==> src/cdio_params.svh <==
`ifndef CDIO_PARAMS_SVH
`define CDIO_PARAMS_SVH

// ----------------------------------------------------------------
// Register map (byte addresses)
// ----------------------------------------------------------------
`define CDIO_OFS_CTRL 8'h00
`define CDIO_OFS_CTRL2 8'h04
`define CDIO_OFS_STATUS 8'h08
// Input bank window 0x40..0x7c: addr[7:6] == 2'b01
`define CDIO_IN_SEG 2'h1
// Result bank window 0x80..0x8c: addr[7:4] == 4'h8
`define CDIO_RES_SEG 4'h8

// ----------------------------------------------------------------
// Control fields
// ----------------------------------------------------------------
`define CDIO_CTRL_START 0
`define CDIO_CTRL_UPD_LSB 1
`define CDIO_CTRL_XOR 3
`define CDIO_CTRL_SRC_LSB 4
`define CDIO_CTRL_OP_LSB 6
`define CDIO_CTRL2_INCR 0
`define CDIO_CTRL2_XORWR 1
`define CDIO_CTRL2_FLUSH_WRITE_MODE 2
`define CDIO_CTRL2_FLUSH 3
`define CDIO_ST_BUSY 0
`define CDIO_ST_MODE_LSB 1
`define CDIO_ST_LAST_LSB 3
`define CDIO_ST_FLUSHING 5

// ----------------------------------------------------------------
// Sizes, counts and reset values
// ----------------------------------------------------------------
`define CDIO_NUM_IN 2'h3
`define CDIO_LAST_WORD 2'h3
`define CDIO_FLUSH_LAST 5'h13
`define CDIO_RES_FIRST 5'h10
`define CDIO_OP_RESET 2'h0

`endif

==> src/cdio_pkg.sv <==
package cdio_pkg;

    // Sequencer states, one-hot
    typedef enum logic [5:0] {
        CDIO_IDLE    = 6'h01,
        CDIO_REFRESH = 6'h02,
        CDIO_XFER    = 6'h04,
        CDIO_RUN     = 6'h08,
        CDIO_FINAL   = 6'h10,
        CDIO_TRIG    = 6'h20
    } cdio_state_e;

    // Result update policy, sampled at start
    typedef enum logic [1:0] {
        CDIO_END_UP   = 2'h0,
        CDIO_START_UP = 2'h1,
        CDIO_TRIG_UP  = 2'h2,
        CDIO_NO_UP    = 2'h3
    } cdio_upd_e;

endpackage

==> src/cdio_banks.sv <==
// Behaviour
// - Input bank always accessible; wait while used register moves to kernel after start.
// - With increment control set, an input write increments the register instead.
// - Input bank supports XOR-write mode.
// - Writes during busy proceed but stall until used register reached the kernel.
// - Start-update mode: input writes during result refresh raise wait.
// - Wait rises on conflicting access, falls first edge after transfer ends.
// - Flush control fills input bank and result bank with random data.
// - Input bank index beyond configured count accesses bank zero, no alert.
// - Start-update mode: result bank readable any time, possibly with wait.
// - End-update mode: result access while busy raises security alert error.
// - Result register runs on the engine core clock.
// - Result stores kernel output, or kernel output XOR an input register.
// - Update-select sampled at start: 00 end, 01 start, 10 trigger, 11 none.
// - Start-update loads result from last-used kernel first; reset picks first kernel.
// - Result access during start-update refresh raises wait; master stalls.
// - End-update mode loads kernel result when the operation finishes.
// - Update-select 10 copies working register to result, busy held, no cipher.
// - Start while busy is ignored.
// - Trigger-update ignores operation select, uses remembered last operation.
// - Update-select 11 runs operation, result bank left unchanged.
// - Result contents after first trigger or start update are undefined.
// - Special write priority: flush-write, then XOR-write, then increment.
// - XOR-write stores written data XOR current register contents.
//
// Added by the designer: register access over APB and the register addresses.
`timescale 1ns/10ps
`include "cdio_params.svh"

module cdio_banks (
    // Clock and reset
    input wire logic sys_clk_i,
    input wire logic rst_i,
    // APB slave
    input wire logic psel_i,
    input wire logic penable_i,
    input wire logic pwrite_i,
    input wire logic [7:0] paddr_i,
    input wire logic [31:0] pwdata_i,
    input wire logic [3:0] pstrb_i,
    output logic [31:0] prdata_o,
    output logic pready_o,
    output logic pslverr_o,
    // Kernel side
    input wire logic [127:0] kern_work_i,
    input wire logic kern_done_i,
    input wire logic [31:0] rnd_i,
    output logic [1:0] kern_sel_o,
    output logic kern_load_o,
    output logic [1:0] kern_widx_o,
    output logic [31:0] kern_word_o,
    output logic kern_start_o,
    // Status
    output logic busy_o,
    output logic wait_o,
    output logic alert_o
);

    // ------------------------------------------------------------
    // Storage and control state
    // ------------------------------------------------------------
    // Banks carry no reset; flush is the way to scrub them
    logic [31:0] in_bank [16];
    logic [31:0] res_bank [4];
    cdio_pkg::cdio_state_e st;
    cdio_pkg::cdio_upd_e upd_sel;
    cdio_pkg::cdio_upd_e mode_q;
    logic xor_sel;
    logic [1:0] src_sel;
    logic [1:0] op_sel;
    logic incr_en;
    logic xorwr_en;
    logic flush_write_mode_en;
    logic xor_q;
    logic [1:0] src_q;
    logic [1:0] op_q;
    logic [1:0] last_op;
    logic [1:0] cnt;
    logic flushing;
    logic [4:0] fl_cnt;
    logic ack_q;

    // ------------------------------------------------------------
    // Address decode
    // ------------------------------------------------------------
    logic access;
    logic in_hit;
    logic res_hit;
    logic ctrl_hit;
    logic ctrl2_hit;
    logic stat_hit;
    logic [1:0] bank_req;
    logic [3:0] in_idx;
    logic stall;
    logic err;
    logic wr_fire;
    logic start_req;
    logic busy;

    assign access = psel_i & penable_i;
    assign in_hit = paddr_i[7:6] == `CDIO_IN_SEG;
    assign res_hit = paddr_i[7:4] == `CDIO_RES_SEG;
    assign ctrl_hit = paddr_i == `CDIO_OFS_CTRL;
    assign ctrl2_hit = paddr_i == `CDIO_OFS_CTRL2;
    assign stat_hit = paddr_i == `CDIO_OFS_STATUS;
    // Missing banks fold onto bank zero; folded addresses raise no error or alert
    assign bank_req = (paddr_i[5:4] >= `CDIO_NUM_IN) ? 2'h0 : paddr_i[5:4];
    assign in_idx = {bank_req, paddr_i[3:2]};
    assign busy = st != cdio_pkg::CDIO_IDLE;

    // Wait terms: single-ported banks cannot serve bus and kernel together
    always_comb begin
        stall = 1'b0;
        if (access && in_hit) begin
            if ((st == cdio_pkg::CDIO_XFER || st == cdio_pkg::CDIO_REFRESH)
                && bank_req == src_q) begin
                stall = 1'b1;
            end
            if (st == cdio_pkg::CDIO_REFRESH && pwrite_i) begin
                stall = 1'b1;
            end
        end
        if (access && res_hit
            && (st == cdio_pkg::CDIO_REFRESH || st == cdio_pkg::CDIO_TRIG)) begin
            stall = 1'b1;
        end
    end

    // Error answer: unmapped, or result access mid-operation in end-update
    always_comb begin
        err = ~(in_hit | res_hit | ctrl_hit | ctrl2_hit | stat_hit);
        if (res_hit && busy && mode_q == cdio_pkg::CDIO_END_UP) begin
            err = 1'b1;
        end
    end

    // The write commits at the edge where pready is sampled high
    assign wr_fire = access & ack_q & pwrite_i;
    assign start_req = wr_fire & ctrl_hit & pwdata_i[`CDIO_CTRL_START];

    // ------------------------------------------------------------
    // APB answer: one registered cycle, held back while stalled
    // ------------------------------------------------------------
    // Read data is captured with the acknowledge so it comes from a flop
    always_ff @(posedge sys_clk_i) begin
        if (rst_i) begin
            ack_q <= 1'b0;
            prdata_o <= 32'h0;
            pslverr_o <= 1'b0;
            alert_o <= 1'b0;
        end else begin
            alert_o <= 1'b0;
            if (access && !ack_q && !stall) begin
                ack_q <= 1'b1;
                pslverr_o <= err;
                alert_o <= err & res_hit;
                prdata_o <= 32'h0;
                if (pwrite_i || err) begin
                    prdata_o <= 32'h0;
                end else if (in_hit) begin
                    prdata_o <= in_bank[in_idx];
                end else if (res_hit) begin
                    prdata_o <= res_bank[paddr_i[3:2]];
                end else if (ctrl_hit) begin
                    prdata_o <= {24'h0, op_sel, src_sel, xor_sel, upd_sel, 1'b0};
                end else if (ctrl2_hit) begin
                    prdata_o <= {29'h0, flush_write_mode_en, xorwr_en, incr_en};
                end else begin
                    prdata_o <= {26'h0, flushing, last_op, mode_q, busy};
                end
            end else begin
                ack_q <= 1'b0;
                pslverr_o <= 1'b0;
            end
        end
    end

    assign pready_o = ack_q;
    assign wait_o = stall;
    assign busy_o = busy;

    // ------------------------------------------------------------
    // Control registers
    // ------------------------------------------------------------
    always_ff @(posedge sys_clk_i) begin
        if (rst_i) begin
            upd_sel <= cdio_pkg::CDIO_END_UP;
            xor_sel <= 1'b0;
            src_sel <= 2'h0;
            op_sel <= `CDIO_OP_RESET;
            incr_en <= 1'b0;
            xorwr_en <= 1'b0;
            flush_write_mode_en <= 1'b0;
        end else if (wr_fire && ctrl_hit) begin
            upd_sel <= cdio_pkg::cdio_upd_e'(pwdata_i[`CDIO_CTRL_UPD_LSB +: 2]);
            xor_sel <= pwdata_i[`CDIO_CTRL_XOR];
            src_sel <= pwdata_i[`CDIO_CTRL_SRC_LSB +: 2];
            op_sel <= pwdata_i[`CDIO_CTRL_OP_LSB +: 2];
        end else if (wr_fire && ctrl2_hit) begin
            incr_en <= pwdata_i[`CDIO_CTRL2_INCR];
            xorwr_en <= pwdata_i[`CDIO_CTRL2_XORWR];
            flush_write_mode_en <= pwdata_i[`CDIO_CTRL2_FLUSH_WRITE_MODE];
        end
    end

    // Flush sweep: one word per cycle, input bank then result bank
    always_ff @(posedge sys_clk_i) begin
        if (rst_i) begin
            flushing <= 1'b0;
            fl_cnt <= 5'h0;
        end else if (wr_fire && ctrl2_hit && pwdata_i[`CDIO_CTRL2_FLUSH]) begin
            flushing <= 1'b1;
            fl_cnt <= 5'h0;
        end else if (flushing) begin
            fl_cnt <= fl_cnt + 5'h1;
            if (fl_cnt == `CDIO_FLUSH_LAST) begin
                flushing <= 1'b0;
            end
        end
    end

    // ------------------------------------------------------------
    // Operation sequencer
    // ------------------------------------------------------------
    // Start is only seen in idle, so a trigger never copies half-done state
    always_ff @(posedge sys_clk_i) begin
        if (rst_i) begin
            st <= cdio_pkg::CDIO_IDLE;
            mode_q <= cdio_pkg::CDIO_END_UP;
            xor_q <= 1'b0;
            src_q <= 2'h0;
            op_q <= `CDIO_OP_RESET;
            last_op <= `CDIO_OP_RESET;
            kern_sel_o <= `CDIO_OP_RESET;
            cnt <= 2'h0;
            kern_start_o <= 1'b0;
        end else begin
            kern_start_o <= 1'b0;
            case (st)
                cdio_pkg::CDIO_IDLE: begin
                    cnt <= 2'h0;
                    if (start_req) begin
                        mode_q <= cdio_pkg::cdio_upd_e'(pwdata_i[`CDIO_CTRL_UPD_LSB +: 2]);
                        xor_q <= pwdata_i[`CDIO_CTRL_XOR];
                        src_q <= (pwdata_i[`CDIO_CTRL_SRC_LSB +: 2] >= `CDIO_NUM_IN) ?
                            2'h0 : pwdata_i[`CDIO_CTRL_SRC_LSB +: 2];
                        op_q <= pwdata_i[`CDIO_CTRL_OP_LSB +: 2];
                        case (pwdata_i[`CDIO_CTRL_UPD_LSB +: 2])
                            cdio_pkg::CDIO_TRIG_UP: begin
                                kern_sel_o <= last_op;
                                st <= cdio_pkg::CDIO_TRIG;
                            end
                            cdio_pkg::CDIO_START_UP: begin
                                kern_sel_o <= last_op;
                                st <= cdio_pkg::CDIO_REFRESH;
                            end
                            default: begin
                                kern_sel_o <= pwdata_i[`CDIO_CTRL_OP_LSB +: 2];
                                st <= cdio_pkg::CDIO_XFER;
                            end
                        endcase
                    end
                end
                cdio_pkg::CDIO_REFRESH: begin
                    cnt <= cnt + 2'h1;
                    if (cnt == `CDIO_LAST_WORD) begin
                        kern_sel_o <= op_q;
                        st <= cdio_pkg::CDIO_XFER;
                    end
                end
                cdio_pkg::CDIO_XFER: begin
                    cnt <= cnt + 2'h1;
                    if (cnt == `CDIO_LAST_WORD) begin
                        last_op <= op_q;
                        kern_start_o <= 1'b1;
                        st <= cdio_pkg::CDIO_RUN;
                    end
                end
                cdio_pkg::CDIO_RUN: begin
                    cnt <= 2'h0;
                    if (kern_done_i) begin
                        if (mode_q == cdio_pkg::CDIO_END_UP) begin
                            st <= cdio_pkg::CDIO_FINAL;
                        end else begin
                            st <= cdio_pkg::CDIO_IDLE;
                        end
                    end
                end
                cdio_pkg::CDIO_FINAL, cdio_pkg::CDIO_TRIG: begin
                    cnt <= cnt + 2'h1;
                    if (cnt == `CDIO_LAST_WORD) begin
                        st <= cdio_pkg::CDIO_IDLE;
                    end
                end
                default: begin
                    st <= cdio_pkg::CDIO_IDLE;
                end
            endcase
        end
    end

    // ------------------------------------------------------------
    // Kernel feed: used input bank, one word per cycle
    // ------------------------------------------------------------
    always_ff @(posedge sys_clk_i) begin
        if (rst_i) begin
            kern_load_o <= 1'b0;
            kern_widx_o <= 2'h0;
            kern_word_o <= 32'h0;
        end else begin
            kern_load_o <= st == cdio_pkg::CDIO_XFER;
            kern_widx_o <= cnt;
            kern_word_o <= in_bank[{src_q, cnt}];
        end
    end

    // ------------------------------------------------------------
    // Input bank write path
    // ------------------------------------------------------------
    logic [31:0] bmask;
    logic [31:0] cur_word;
    logic [31:0] new_word;

    assign cur_word = in_bank[in_idx];

    // One special mode at a time, flush-write outranking the others
    always_comb begin
        new_word = pwdata_i;
        if (flush_write_mode_en) begin
            new_word = rnd_i;
        end else if (xorwr_en) begin
            new_word = pwdata_i ^ cur_word;
        end else if (incr_en) begin
            new_word = cur_word + 32'h1;
        end
    end

    // Byte strobes; increment and flush-write act on the whole word
    generate
        for (genvar b = 0; b < 4; b++) begin : g_mask
            assign bmask[b*8 +: 8] = (pstrb_i[b] || flush_write_mode_en ||
                (incr_en && !xorwr_en)) ? 8'hff : 8'h00;
        end
    endgenerate

    always_ff @(posedge sys_clk_i) begin
        if (flushing && fl_cnt < `CDIO_RES_FIRST) begin
            in_bank[fl_cnt[3:0]] <= rnd_i;
        end else if (wr_fire && in_hit) begin
            in_bank[in_idx] <= (cur_word & ~bmask) | (new_word & bmask);
        end
    end

    // ------------------------------------------------------------
    // Result bank, on the core clock
    // ------------------------------------------------------------
    logic res_copy;
    logic [31:0] res_word;

    // Refresh, end-of-operation and trigger all copy the working register
    assign res_copy = st == cdio_pkg::CDIO_REFRESH || st == cdio_pkg::CDIO_FINAL
        || st == cdio_pkg::CDIO_TRIG;
    assign res_word = kern_work_i[cnt*32 +: 32] ^
        (xor_q ? in_bank[{src_q, cnt}] : 32'h0);

    always_ff @(posedge sys_clk_i) begin
        if (flushing && fl_cnt >= `CDIO_RES_FIRST) begin
            res_bank[fl_cnt[1:0]] <= rnd_i;
        end else if (res_copy) begin
            res_bank[cnt] <= res_word;
        end
    end

endmodule

==> config.mk <==
export PLATFORM = sky130hd
export DESIGN_NAME = cdio_banks
export DESIGN_NICKNAME = d
export VERILOG_FILES = /design/src/cdio_pkg.sv /design/src/cdio_banks.sv
export VERILOG_INCLUDE_DIRS = /design/src
export SDC_FILE = /design/constraint.sdc
export NUM_CORES = 1
export LEC_CHECK = 0
export BUFFER_PORTS_ARGS = -buffer_cell sky130_fd_sc_hd__buf_4
export CAP_MARGIN = 0
export CORE_MARGIN = 2
export CORE_UTILIZATION = 25
export DETAILED_ROUTE_END_ITERATION = 12
export PLACE_DENSITY = 0.39
export SETUP_SLACK_MARGIN = 0.5
export SLEW_MARGIN = 25
export SYNTH_ARGS = -nofsm -noshare
export SYNTH_HDL_FRONTEND = slang
export SYNTH_SLANG_ARGS = --single-unit
==> constraint.sdc <==
create_clock -name sys_clk_i -period 5.6 [get_ports sys_clk_i]
set_input_delay 1.12 -clock sys_clk_i [delete_from_list [all_inputs] [get_ports sys_clk_i]]
set_output_delay 1.12 -clock sys_clk_i [all_outputs]
set_load 0.05 [all_outputs]
# [Word-level counts from Yosys, hierarchy flattened]
# Memories as Yosys holds them, arrays and structs flattened.
# Index checks and enable logic that the tools add are counted.
# W data, S select, Z words.
[totals] register_bits=106 ram_bits=640 inputBits=210 output_inout_bits=75 elab_cells=180 memories=2
[memory_table] memory="in_bank" depth=16 word_bits=32 rd=2 rd_clocked_by_memory_dff=0 wr=1 line_no="cdio_banks.sv:63" text="logic [31:0] in_bank [16];"
[memory_table] memory="res_bank" depth=4 word_bits=32 rd=1 rd_clocked_by_memory_dff=0 wr=1 line_no="cdio_banks.sv:64" text="logic [31:0] res_bank [4];"
[op_classes] add_sub_neg=3 magnitude_cmp=4 n_eq_ne=21 shifts=1 n_mux=54 bitwise_logic=20 reduce_logical=50
[op_table] operator="$mux W32" count=9
[op_table] operator="$shiftx A128 B8 Y32" count=1
[op_table] operator="$and A32 B32 Y32" count=2
[op_table] operator="$reduce_or A32 Y1" count=2
[op_table] operator="$xor A32 B32 Y32" count=2
[op_table] operator="$mux W8" count=5
[op_table] operator="$mux W6" count=6
[op_table] operator="$add A32 B1 Y32 const B" count=1
[op_table] operator="$not A32 Y32" count=1
[op_table] operator="$or A32 B32 Y32" count=1
[op_table] operator="$pmux W6 S5" count=1
[op_table] operator="$mux W1" count=22
[op_table] operator="$logic_and A1 B1 Y1" count=16
[op_table] operator="$logic_or A1 B1 Y1" count=13
[op_table] operator="$mux W2" count=6
[op_table] operator="$pmux W6 S2" count=1
[op_table] operator="$reduce_or A2 Y1" count=6
[op_table] operator="$eq A8 B3 Y1 const B" count=1
[op_table] operator="$eq A8 B4 Y1 const B" count=1
[op_table] operator="$logic_not A8 Y1" count=1
[op_table] operator="$pmux W2 S2" count=2
[op_table] operator="$and A1 B1 Y1" count=6
[op_table] operator="$eq A6 B1 Y1 const B" count=1
[op_table] operator="$eq A6 B2 Y1 const B" count=1
[op_table] operator="28 further kinds" count=45

# [Longest topological paths before layout]
# Gate-level depths: netlist of the first run.
[depth] depth_word=12 mapped_depth=14 depth_no_buf=10

# [Worst setup path after synthesis of the first run]
# Ideal clock, no wire load.
[synth_timing] path_type="reg-to-reg" startpoint="register cnt[0]" endpoint="memory res_bank[3][0] (enable)" setup_ns=0.472 t_arrival_ns=4.422 required_ns=5.128 path_slack_ns=0.705 stages_incl_launch_ff=8 path_buffers=5 period_less_slack_ns=4.895 path_cell_list="dfxtp_1 clkbuf_1 buf_2 buf_2 buf_2 buf_1 inv_1 o32ai_1"
[synth_between] elab_chain_len=1
[synth_rtl] element="from (decl)" line_no="cdio_banks.sv:78" text="logic [1:0] cnt;"
[synth_rtl] element="from (signal assigned)" line_no="cdio_banks.sv:265" text="cnt <= cnt + 2'h1;"
[synth_rtl] element="from (signal assigned)" line_no="cdio_banks.sv:272" text="cnt <= cnt + 2'h1;"
[synth_rtl] element="from (signal assigned)" line_no="cdio_banks.sv:290" text="cnt <= cnt + 2'h1;"
[synth_rtl] element="$mux W2 (no source line)"
[synth_rtl] element="to (decl)" line_no="cdio_banks.sv:64"
# No other way between the ends.

# [Worst setup path in the final report of the first run]
[layout_timing] startpoint="input port paddr_i[4]" endpoint="memory in_bank[5][24], data pin"
[layout_between] elab_chain_len=10 word_cells_on_any_way=12 classes_between="1 x add/sub; 1 x order compare; 5 x mux; 4 x bitwise; 1 x memory"
[layout_rtl] element="from (decl)" line_no="cdio_banks.sv:38" text="input wire logic [7:0] paddr_i,"
[layout_rtl] element="$ge A2 B2 Y1 (no source line)"
[layout_rtl] element="$mux W2 *" line_no="cdio_banks.sv:107" text="assign bank_req = (paddr_i[5:4] >= `CDIO_NUM_IN) ? 2'h0 : paddr_i[5:4];"
[layout_rtl] element="$mem_v2 Z16 W32 *"
[layout_rtl] element="$add A32 B1 Y32" line_no="cdio_banks.sv:334" text="new_word = cur_word + 32'h1;"
[layout_rtl] element="$mux W32" line_no="cdio_banks.sv:333" text="end else if (incr_en) begin"
[layout_rtl] element="$mux W32" line_no="cdio_banks.sv:331" text="end else if (xorwr_en) begin"
[layout_rtl] element="$mux W32" line_no="cdio_banks.sv:329" text="if (flush_write_mode_en) begin"
[layout_rtl] element="$and A32 B32 Y32" line_no="cdio_banks.sv:350" text="in_bank[in_idx] <= (cur_word & ~bmask) | (new_word & bmask);"
[layout_rtl] element="$or A32 B32 Y32 *" line_no="cdio_banks.sv:350"
[layout_rtl] element="$mux W32 (no source line) *"
[layout_rtl] element="to (decl)" line_no="cdio_banks.sv:63"
# Mark *: on every way between the ends. The rest lies on a longest branch, timed or not.

==> summary.md, run 1 <==
| Metric | Value |
|---|---|
| Final WS setup | `1.136 ns` |
| Dpl hpwl | `84540 um` |
| Synth top area cells | `edfxtp_1 (55%), mux4_2 (20%), dfxtp_1 (6.0%)` |
| Peak supply drop | `251.8 uV` |
| #FFs+latches synth | `746` |
| Seq/Total Area, Yosys | `0.6068` |
| Area share of the largest cell type after synthesis | `0.5464` |
| Post-synthesis instance total | `2227` |
| Final Hold Fails | `0` |
| Post-route DRC | `0` |
| Data required, critical path | `6.01 ns` |
| Power Dens Cells | `295.3 nW/um^2` |
| Total power | `0.01268 W` |
| Mapped Avg Cell Area | `15.79 um^2` |
| Largest stage delay, worst path | `0.76 ns` |
| Router iterations before antenna repair | `7` |
| Grt ovf | `0` |
| Clk_lat worst skew | `0.69 ns` |
| Die Span Y | `379.1 um` |
| Longest Clk Path Bufs | `3` |
| Clock-pin slew on the worst setup and hold paths | `0.06 ns` |
| Via count | `22680` |
| Max-Cap Viols | `0` |
| Hold Slack | `0.4565 ns` |
| Initial antenna violation count | `8` |
| CTS tree | `built` |
| Async S/R FF share, synth | `0` |
| Crit start category | `primary input` |
| Synthesized net count | `2442` |
| Maximum clock frequency | `0.2240 GHz` |
| Drt first-iter violations | `2276` |
| Port buffer count | `284` |
| Endpoints failing setup | `0` |
| Cell Area, Synth | `35170 um^2` |
| # fillers | `13820` |
| Largest net degree at the start of global routing | `71` |
| Number of synthesized flops with an enable pin | `640` |
| Worst slack, placed | `0.3024 ns` |
| Crit. End Element | `flip-flop` |
| Most common cell after layout, fill and taps aside | `edfxtp_1` |
| Sequential cell area | `21360 um^2` |
| Type of the worst min-delay path | `flip-flop to flip-flop` |
| Tcrit/Tclk final | `0.7972` |
| Cell mode on critical path | `buf_4` |
| Clk sinks | `746` |
| CP cell instances | `buf_4, and2b_1, buf_12, a22oi_1, nand2_1, nand3_1, nor4b_1, buf_4, nand4_1, mux2i_1, o21ai_0, buf_4` |
| Synth warnings | `0` |
| Tot GR Track Use | `0.1748` |
| Global-route wire length before repair | `177200 um` |
| Delay-heaviest family, CP | `simple AND/OR/NAND/NOR gates` |
| Crit path buffers/inverters | `4` |
| Met3 wire len | `6902 um` |
| Synth Flop Type | `edfxtp_1` |
| Worst Path Arrival | `4.88 ns` |
| Pleak | `13.82 nW` |
| RSZ-0062 raised after global routing | `false` |
| Critical-path top delay cell | `nor4b_1` |
| Run status | `finished, final reports clean` |
| Final min period | `4.464 ns` |
| Total die area | `143700 um^2` |
| Row cnt | `137` |
| Final Max Slew Viols | `0` |
| CP Class | `primary input to flip-flop` |
| Clk root buf | `clkbuf_16` |
| Post-CTS Resized | `0` |
| Total I/O pin count | `285` |
| Fraction of layout cells with a size suffix above 1 | `0.3388` |
| Antenna Violating Nets Remaining | `0` |
| Worst Tran Pin Value | `1.027 ns` |
| Total core area | `139500 um^2` |
| Most frequent cells in the layout | `edfxtp_1 (640), buf_4 (374), mux4_2 (305)` |
| Leading area contributor after synthesis | `edfxtp_1` |
| Per-cell routed wire length | `28.28 um` |
| Post-CTS Hold Buffers | `0` |
| Post-layout util | `0.3077` |
| Final nets | `2755` |
| Via density | `5.051` |
| Sum Neg Setup Slack | `0 ns` |
| Routed WL | `127000 um` |
| Max Used Layer | `met4` |
| Placer Congestion | `0.8621` |
| Postcts setup bufs | `0` |
| Count of different cell masters after synthesis | `84` |
| R2R Setup Slk | `1.63 ns` |
| Multi-input gate area | `13140 um^2` |
| Number of global-route vias before repair | `23030` |
| Met2 wire len | `57520 um` |
| Worst-path fanout max | `27` |
| CTS Buf Count | `88` |
| Routed metal-1 wirelength | `58850 um` |
| Slew HR | `0.3151` |
| Die Wd | `379.1 um` |
| Starting Density | `0.2521` |
| Area grow syn2layout | `22.07%` |
| H-tree Lvls | `3` |
| Skew final | `0.03021 ns` |
-- where the power goes --
| group | internal [W] | leakage, nW | total, W | switching [W] |
|---|---|---|---|---|
| Sequential | 0.00603 | 6.62 | 0.00604 | 0.00000323 |
| Clock | 0.00344 | 1.42 | 0.00580 | 0.00236 |
| Combinational | 0.000322 | 5.78 | 0.000842 | 0.000521 |
-- worst paths after layout --
kind | start | endpoint | cells after the start
max | paddr_i[4] | in_bank[5][24] | 12
min | xor_sel | xor_sel | 2
max reg2reg | cnt[0] | res_bank[0][17] | 6
min reg2reg | xor_sel | xor_sel | 2
-- final cells by class --
cell class | instances | area share
Antenna cell | 2 | 0.0001166
Inverter | 22 | 0.001923
Timing Repair Buffer | 389 | 0.07207
Tap cell | 1876 | 0.05467
Sequential cell | 746 | 0.4974
Clock inverter | 50 | 0.01096
Multi-Input combinational cell | 1293 | 0.3061
Clock buffer | 112 | 0.05680
-- kinds of logic (layout without fill, tap and decap cells) --
logic type	Yosys count	count (layout)	synth area share
adders and majority gates	5	5	0.001779
AOI/OAI and AO/OA	351	351	0.06283
other	0	2	0
DFF	746	746	0.6068
buffers and inverters	188	573	0.02544
xor gates and xnor gates	61	61	0.01519
and+or+nand+nor	515	515	0.06926
muxes	361	361	0.2187
-- synth_stat cells, types with 5 or more instances --
| cell type | n |
|---|---|
| a21oi_1 | 95 |
| mux2i_1 | 34 |
| ha_1 | 5 |
| a211oi_1 | 10 |
| o21ai_1 | 6 |
| xnor2_1 | 12 |
| and3_1 | 11 |
| xor2_1 | 49 |
| o22ai_1 | 11 |
| mux4_1 | 15 |
| a22oi_1 | 49 |
| nor4_1 | 8 |
| a221o_1 | 5 |
| buf_2 | 23 |
| nand3_1 | 23 |
| nand2b_1 | 8 |
| a221oi_1 | 8 |
| o211ai_1 | 6 |
| edfxtp_1 | 640 |
| nand4_1 | 16 |
| nor3_1 | 47 |
| buf_1 | 19 |
| nand2_1 | 172 |
| nor2_1 | 144 |
| mux4_2 | 305 |
| dfxtp_1 | 106 |
| o21ai_0 | 98 |
| nor2b_1 | 38 |
| o221ai_1 | 6 |
| a31oi_1 | 10 |
| inv_1 | 21 |
| clkbuf_1 | 106 |
| and2_1 | 7 |
| or3_1 | 10 |
| buf_4 | 7 |
| buf_12 | 5 |
| nand2_2 | 5 |
-- stage by stage --
stage | cell area (um^2) | instances
3_5_place_dp | 40010 | 4326
6_report | 42930 | 4490
5_1_grt | 42930 | 4488
3_3_place_gp | 40000 | 4326
2_1_floorplan | 35170 | 2227
4_1_cts | 42910 | 4488
-- sequential cells by signal, summed over array words and instances (netlist names), 5 cells and up --
register     cells
in_bank        512
st               6
fl_cnt           5
kern_word_o     32
res_bank       128
prdata_o        32
-- worst register-to-register path, delay by kind of cell (launching register included) --
family,cells,cell delay [ns]
DFF,1,0.80
xor gates and xnor gates,1,0.55
AOI/OAI and AO/OA,1,0.51
muxes,2,1.10
buffers and inverters,1,0.49
and+or+nand+nor,1,0.11
-- routing by layer --
| metal | up-vias | track usage |
|---|---|---|
| met3 | 179 | 0.02442 |
| li1 | 9654 | - |
| met1 | 12010 | 0.2544 |
| met5 | - | 0 |
| met4 | 0 | 0.05593 |
| met2 | 833 | 0.2676 |
(Power assumes the default switching activity.)
==> inputs of run 2 (changes only) <==
PLACE_DENSITY = 0.4   (was 0.39)
clock period = 3.9 ns   (was 5.6 ns; I/O delays follow)
==> run 2 against run 1 <==
  * Via count is 3.8% higher
  * Worst setup slack worse by 0.59 ns
  * Non-clock buffer count is 111 higher
  * Cell area is 4.0% higher
  * Critical endpoint is now in_bank[14][25]
  * Highest routed layer is now met5
  * Core utilization is 1.2 points higher
  * Sequential power is 44% higher
  * Global-route usage is 0.82 points higher
  * Largest cell class unchanged
  * First-iteration DRC count is 11% higher
==> summary.md, run 2 (synthesized netlist as in run 1, its figures left out) <==
| Metric | Value |
|---|---|
| Pleak | `14.62 nW (+5.8%)` |
| CTS Buf Count | `90 (+2.3%)` |
| Skew final | `0.06188 ns (+0.03167 ns)` |
| Max-Cap Viols | `0 (unchanged)` |
| Most common cell after layout, fill and taps aside | `edfxtp_1` |
| R2R Setup Slk | `0.66 ns (-0.97 ns)` |
| Via density | `5.108 (+1.1%)` |
| Hold Slack | `0.3597 ns (-0.09686 ns)` |
| Max reg flops | `512 (unchanged)` |
| Final min period | `3.355 ns` |
| Placer Congestion | `0.8618 (about the same)` |
| Slew HR | `0.3100 (-0.005110)` |
| Hold Path End | `src_sel[0]` |
| Dpl hpwl | `89030 um (+5.3%)` |
| Total die area | `143700 um^2 (unchanged)` |
| Largest stage delay, worst path | `0.46 ns (-0.30 ns)` |
| Met2 usage | `0.2884 (+0.02076)` |
| Post-route DRC | `0 (unchanged)` |
| Die Span Y | `379.1 um (unchanged)` |
| Final Hold Fails | `0 (unchanged)` |
| Top reg by flops | `in_bank` |
| Crit start category | `primary input` |
| Final nets | `2868 (+4.1%)` |
| Worst Path Arrival | `3.88 ns (-1.00 ns)` |
| Grt peak-use layer | `met2` |
| Critical-path top delay cell | `or4b_4` |
| Largest regs | `in_bank x512, res_bank x128` |
| Fraction of layout cells with a size suffix above 1 | `0.3801 (+0.04131)` |
| Run status | `finished, final reports clean` |
| Peak supply drop | `297.1 uV (+18%)` |
| Type of the worst min-delay path | `primary input to flip-flop` |
| Drt first-iter violations | `2536 (+11%)` |
| Crit. End Element | `flip-flop` |
| Endpoints failing setup | `0 (unchanged)` |
| Die Wd | `379.1 um (unchanged)` |
| Tcrit/Tclk final | `0.8602` |
| Clk sinks | `746 (unchanged)` |
| Clk_lat worst skew | `0.72 ns (+0.03 ns)` |
| Worst Reg2Reg Path Length in Cells | `6 (unchanged)` |
| Data required, critical path | `4.42 ns (-1.59 ns)` |
| Largest net degree at the start of global routing | `63 (-11%)` |
| Tot GR Track Use | `0.1830 (+0.008216)` |
| Number of global-route vias before repair | `23600 (+2.4%)` |
| Via count | `23530 (+3.8%)` |
| Maximum clock frequency | `0.2981 GHz` |
| Cell mode on critical path | `buf_12` |
| Post-layout util | `0.3200 (+0.01234)` |
| H-tree Lvls | `3 (unchanged)` |
| Global-route wire length before repair | `185000 um (+4.4%)` |
| Power Dens Cells | `419.5 nW/um^2 (+42%)` |
| Worst hold stages | `3 (+1)` |
| Total I/O pin count | `285 (unchanged)` |
| Clk root buf | `clkbuf_16` |
| Hold path startpoint | `pwdata_i[4]` |
| Grt ovf | `0 (unchanged)` |
| Starting Density | `0.2521 (unchanged)` |
| RSZ-0062 raised after global routing | `false` |
| Clock-pin slew on the worst setup and hold paths | `0.06 ns (about the same)` |
| Antenna Violating Nets Remaining | `0 (unchanged)` |
| Final WS setup | `0.5453 ns (-0.5906 ns)` |
| Port buffer count | `284 (unchanged)` |
| CP cell instances | `buf_4, and2_1, buf_12, o21ai_0, nand2_1, nand3_2, nor4_2, buf_12, or4b_4, mux2_4, a211oi_4, buf_12` |
| M3 GR Usage | `0.02818 (+0.003761)` |
| # fillers | `13740 (-0.52%)` |
| Per-cell routed wire length | `28.97 um (+2.4%)` |
| Worst Tran Pin Value | `1.035 ns (+0.007666 ns)` |
| Met1 GRT Util | `0.2616 (+0.007237)` |
| Area grow syn2layout | `26.97%` |
| FF-to-FF Start | `cnt[0]` |
| Worst-path fanout max | `21 (-22%)` |
| Final Max Slew Viols | `0 (unchanged)` |
| Longest Clk Path Bufs | `3 (unchanged)` |
| Routed WL | `133500 um (+5.1%)` |
| Total core area | `139500 um^2 (unchanged)` |
| CP Class | `primary input to flip-flop` |
| Worst r2r dst | `res_bank[0][31]` |
| Initial antenna violation count | `7 (-1)` |
| Router iterations before antenna repair | `7 (unchanged)` |
| Most frequent cells in the layout | `edfxtp_1 (640), buf_4 (443), mux4_2 (305)` |
| CTS tree | `built` |
| Row cnt | `137 (unchanged)` |
| Worst slack, placed | `-0.2186 ns (-0.5210 ns)` |
run 2: final cells by class:
cell class	count	area (um^2)	share of cell area
flip-flops and latches	746	21350	0.4782
multi-input cells	1293	13370	0.2993
repair buffers	500	4448	0.09960
clock buffers	106	2352	0.05267
well taps	1876	2347	0.05256
clock inverters	61	698.2	0.01563
inverters	22	82.58	0.001849
diodes	3	7.507	0.0001681
run 2: power by group:
| group | internal [W] | total (W) | switching (W) |
|---|---|---|---|
| logic | 0.000565 | 0.00137 | 0.000804 |
| clock network | 0.00509 | 0.00869 | 0.00360 |
| registers | 0.00867 | 0.00867 | 0.00000478 |
| total | 0.0143 | 0.0187 | 0.00441 |
run 2: timing repair:
action | 4_1_cts | 5_1_grt
hold buffers | 0 | 0
pin swaps | 0 | 1
endpoints found under the setup margin | 1 | 77
gates cloned | 1 | 0
buffers inserted | 1 | 0
resized for setup | 5 | 12
run 2: critical path: cells and delay by family:
kind / cells / cell delay, ns
mux: 1 / 0.33
simple gates: 5 / 1.37
compound gates: 2 / 0.57
buf+inv: 4 / 0.79
run 2: how the worst max path moves through the flow:
stage	from	depth (start not counted)	end	slack, ns
6_report	paddr_i[4]	12	in_bank[14][25]	0.55
3_3_place_gp	paddr_i[2]	12	in_bank[14][29]	-0.14
5_1_grt	paddr_i[2]	12	in_bank[4][7]	0.50
4_1_cts	paddr_i[5]	8	wait_o	0.50
2_1_floorplan	paddr_i[2]	13	in_bank[0][18]	0.22
3_5_place_dp	paddr_i[2]	12	in_bank[3][29]	-0.22
run 2: through the flow:
stage,power (W),cell area [um^2],TNS (ns),instances
finish,0.01873,44660,0,4607
CTS,0.01895,44600,0,4604
floorplan,0.009494,35550,0,2227
global route,0.01935,44650,0,4604
detailed placement,0.01019,41500,-13.83,4435
global placement,0.01018,41500,-6.379,4435
run 2: per-layer routing:
| layer | vias up | wire, um |
|---|---|---|
| met2 | 996 | 61690 |
| met3 | 189 | 8395 |
| met1 | 12460 | 59880 |
| met4 | 2 | 3469 |
| met5 | - | 12 |
| li1 | 9888 | - |
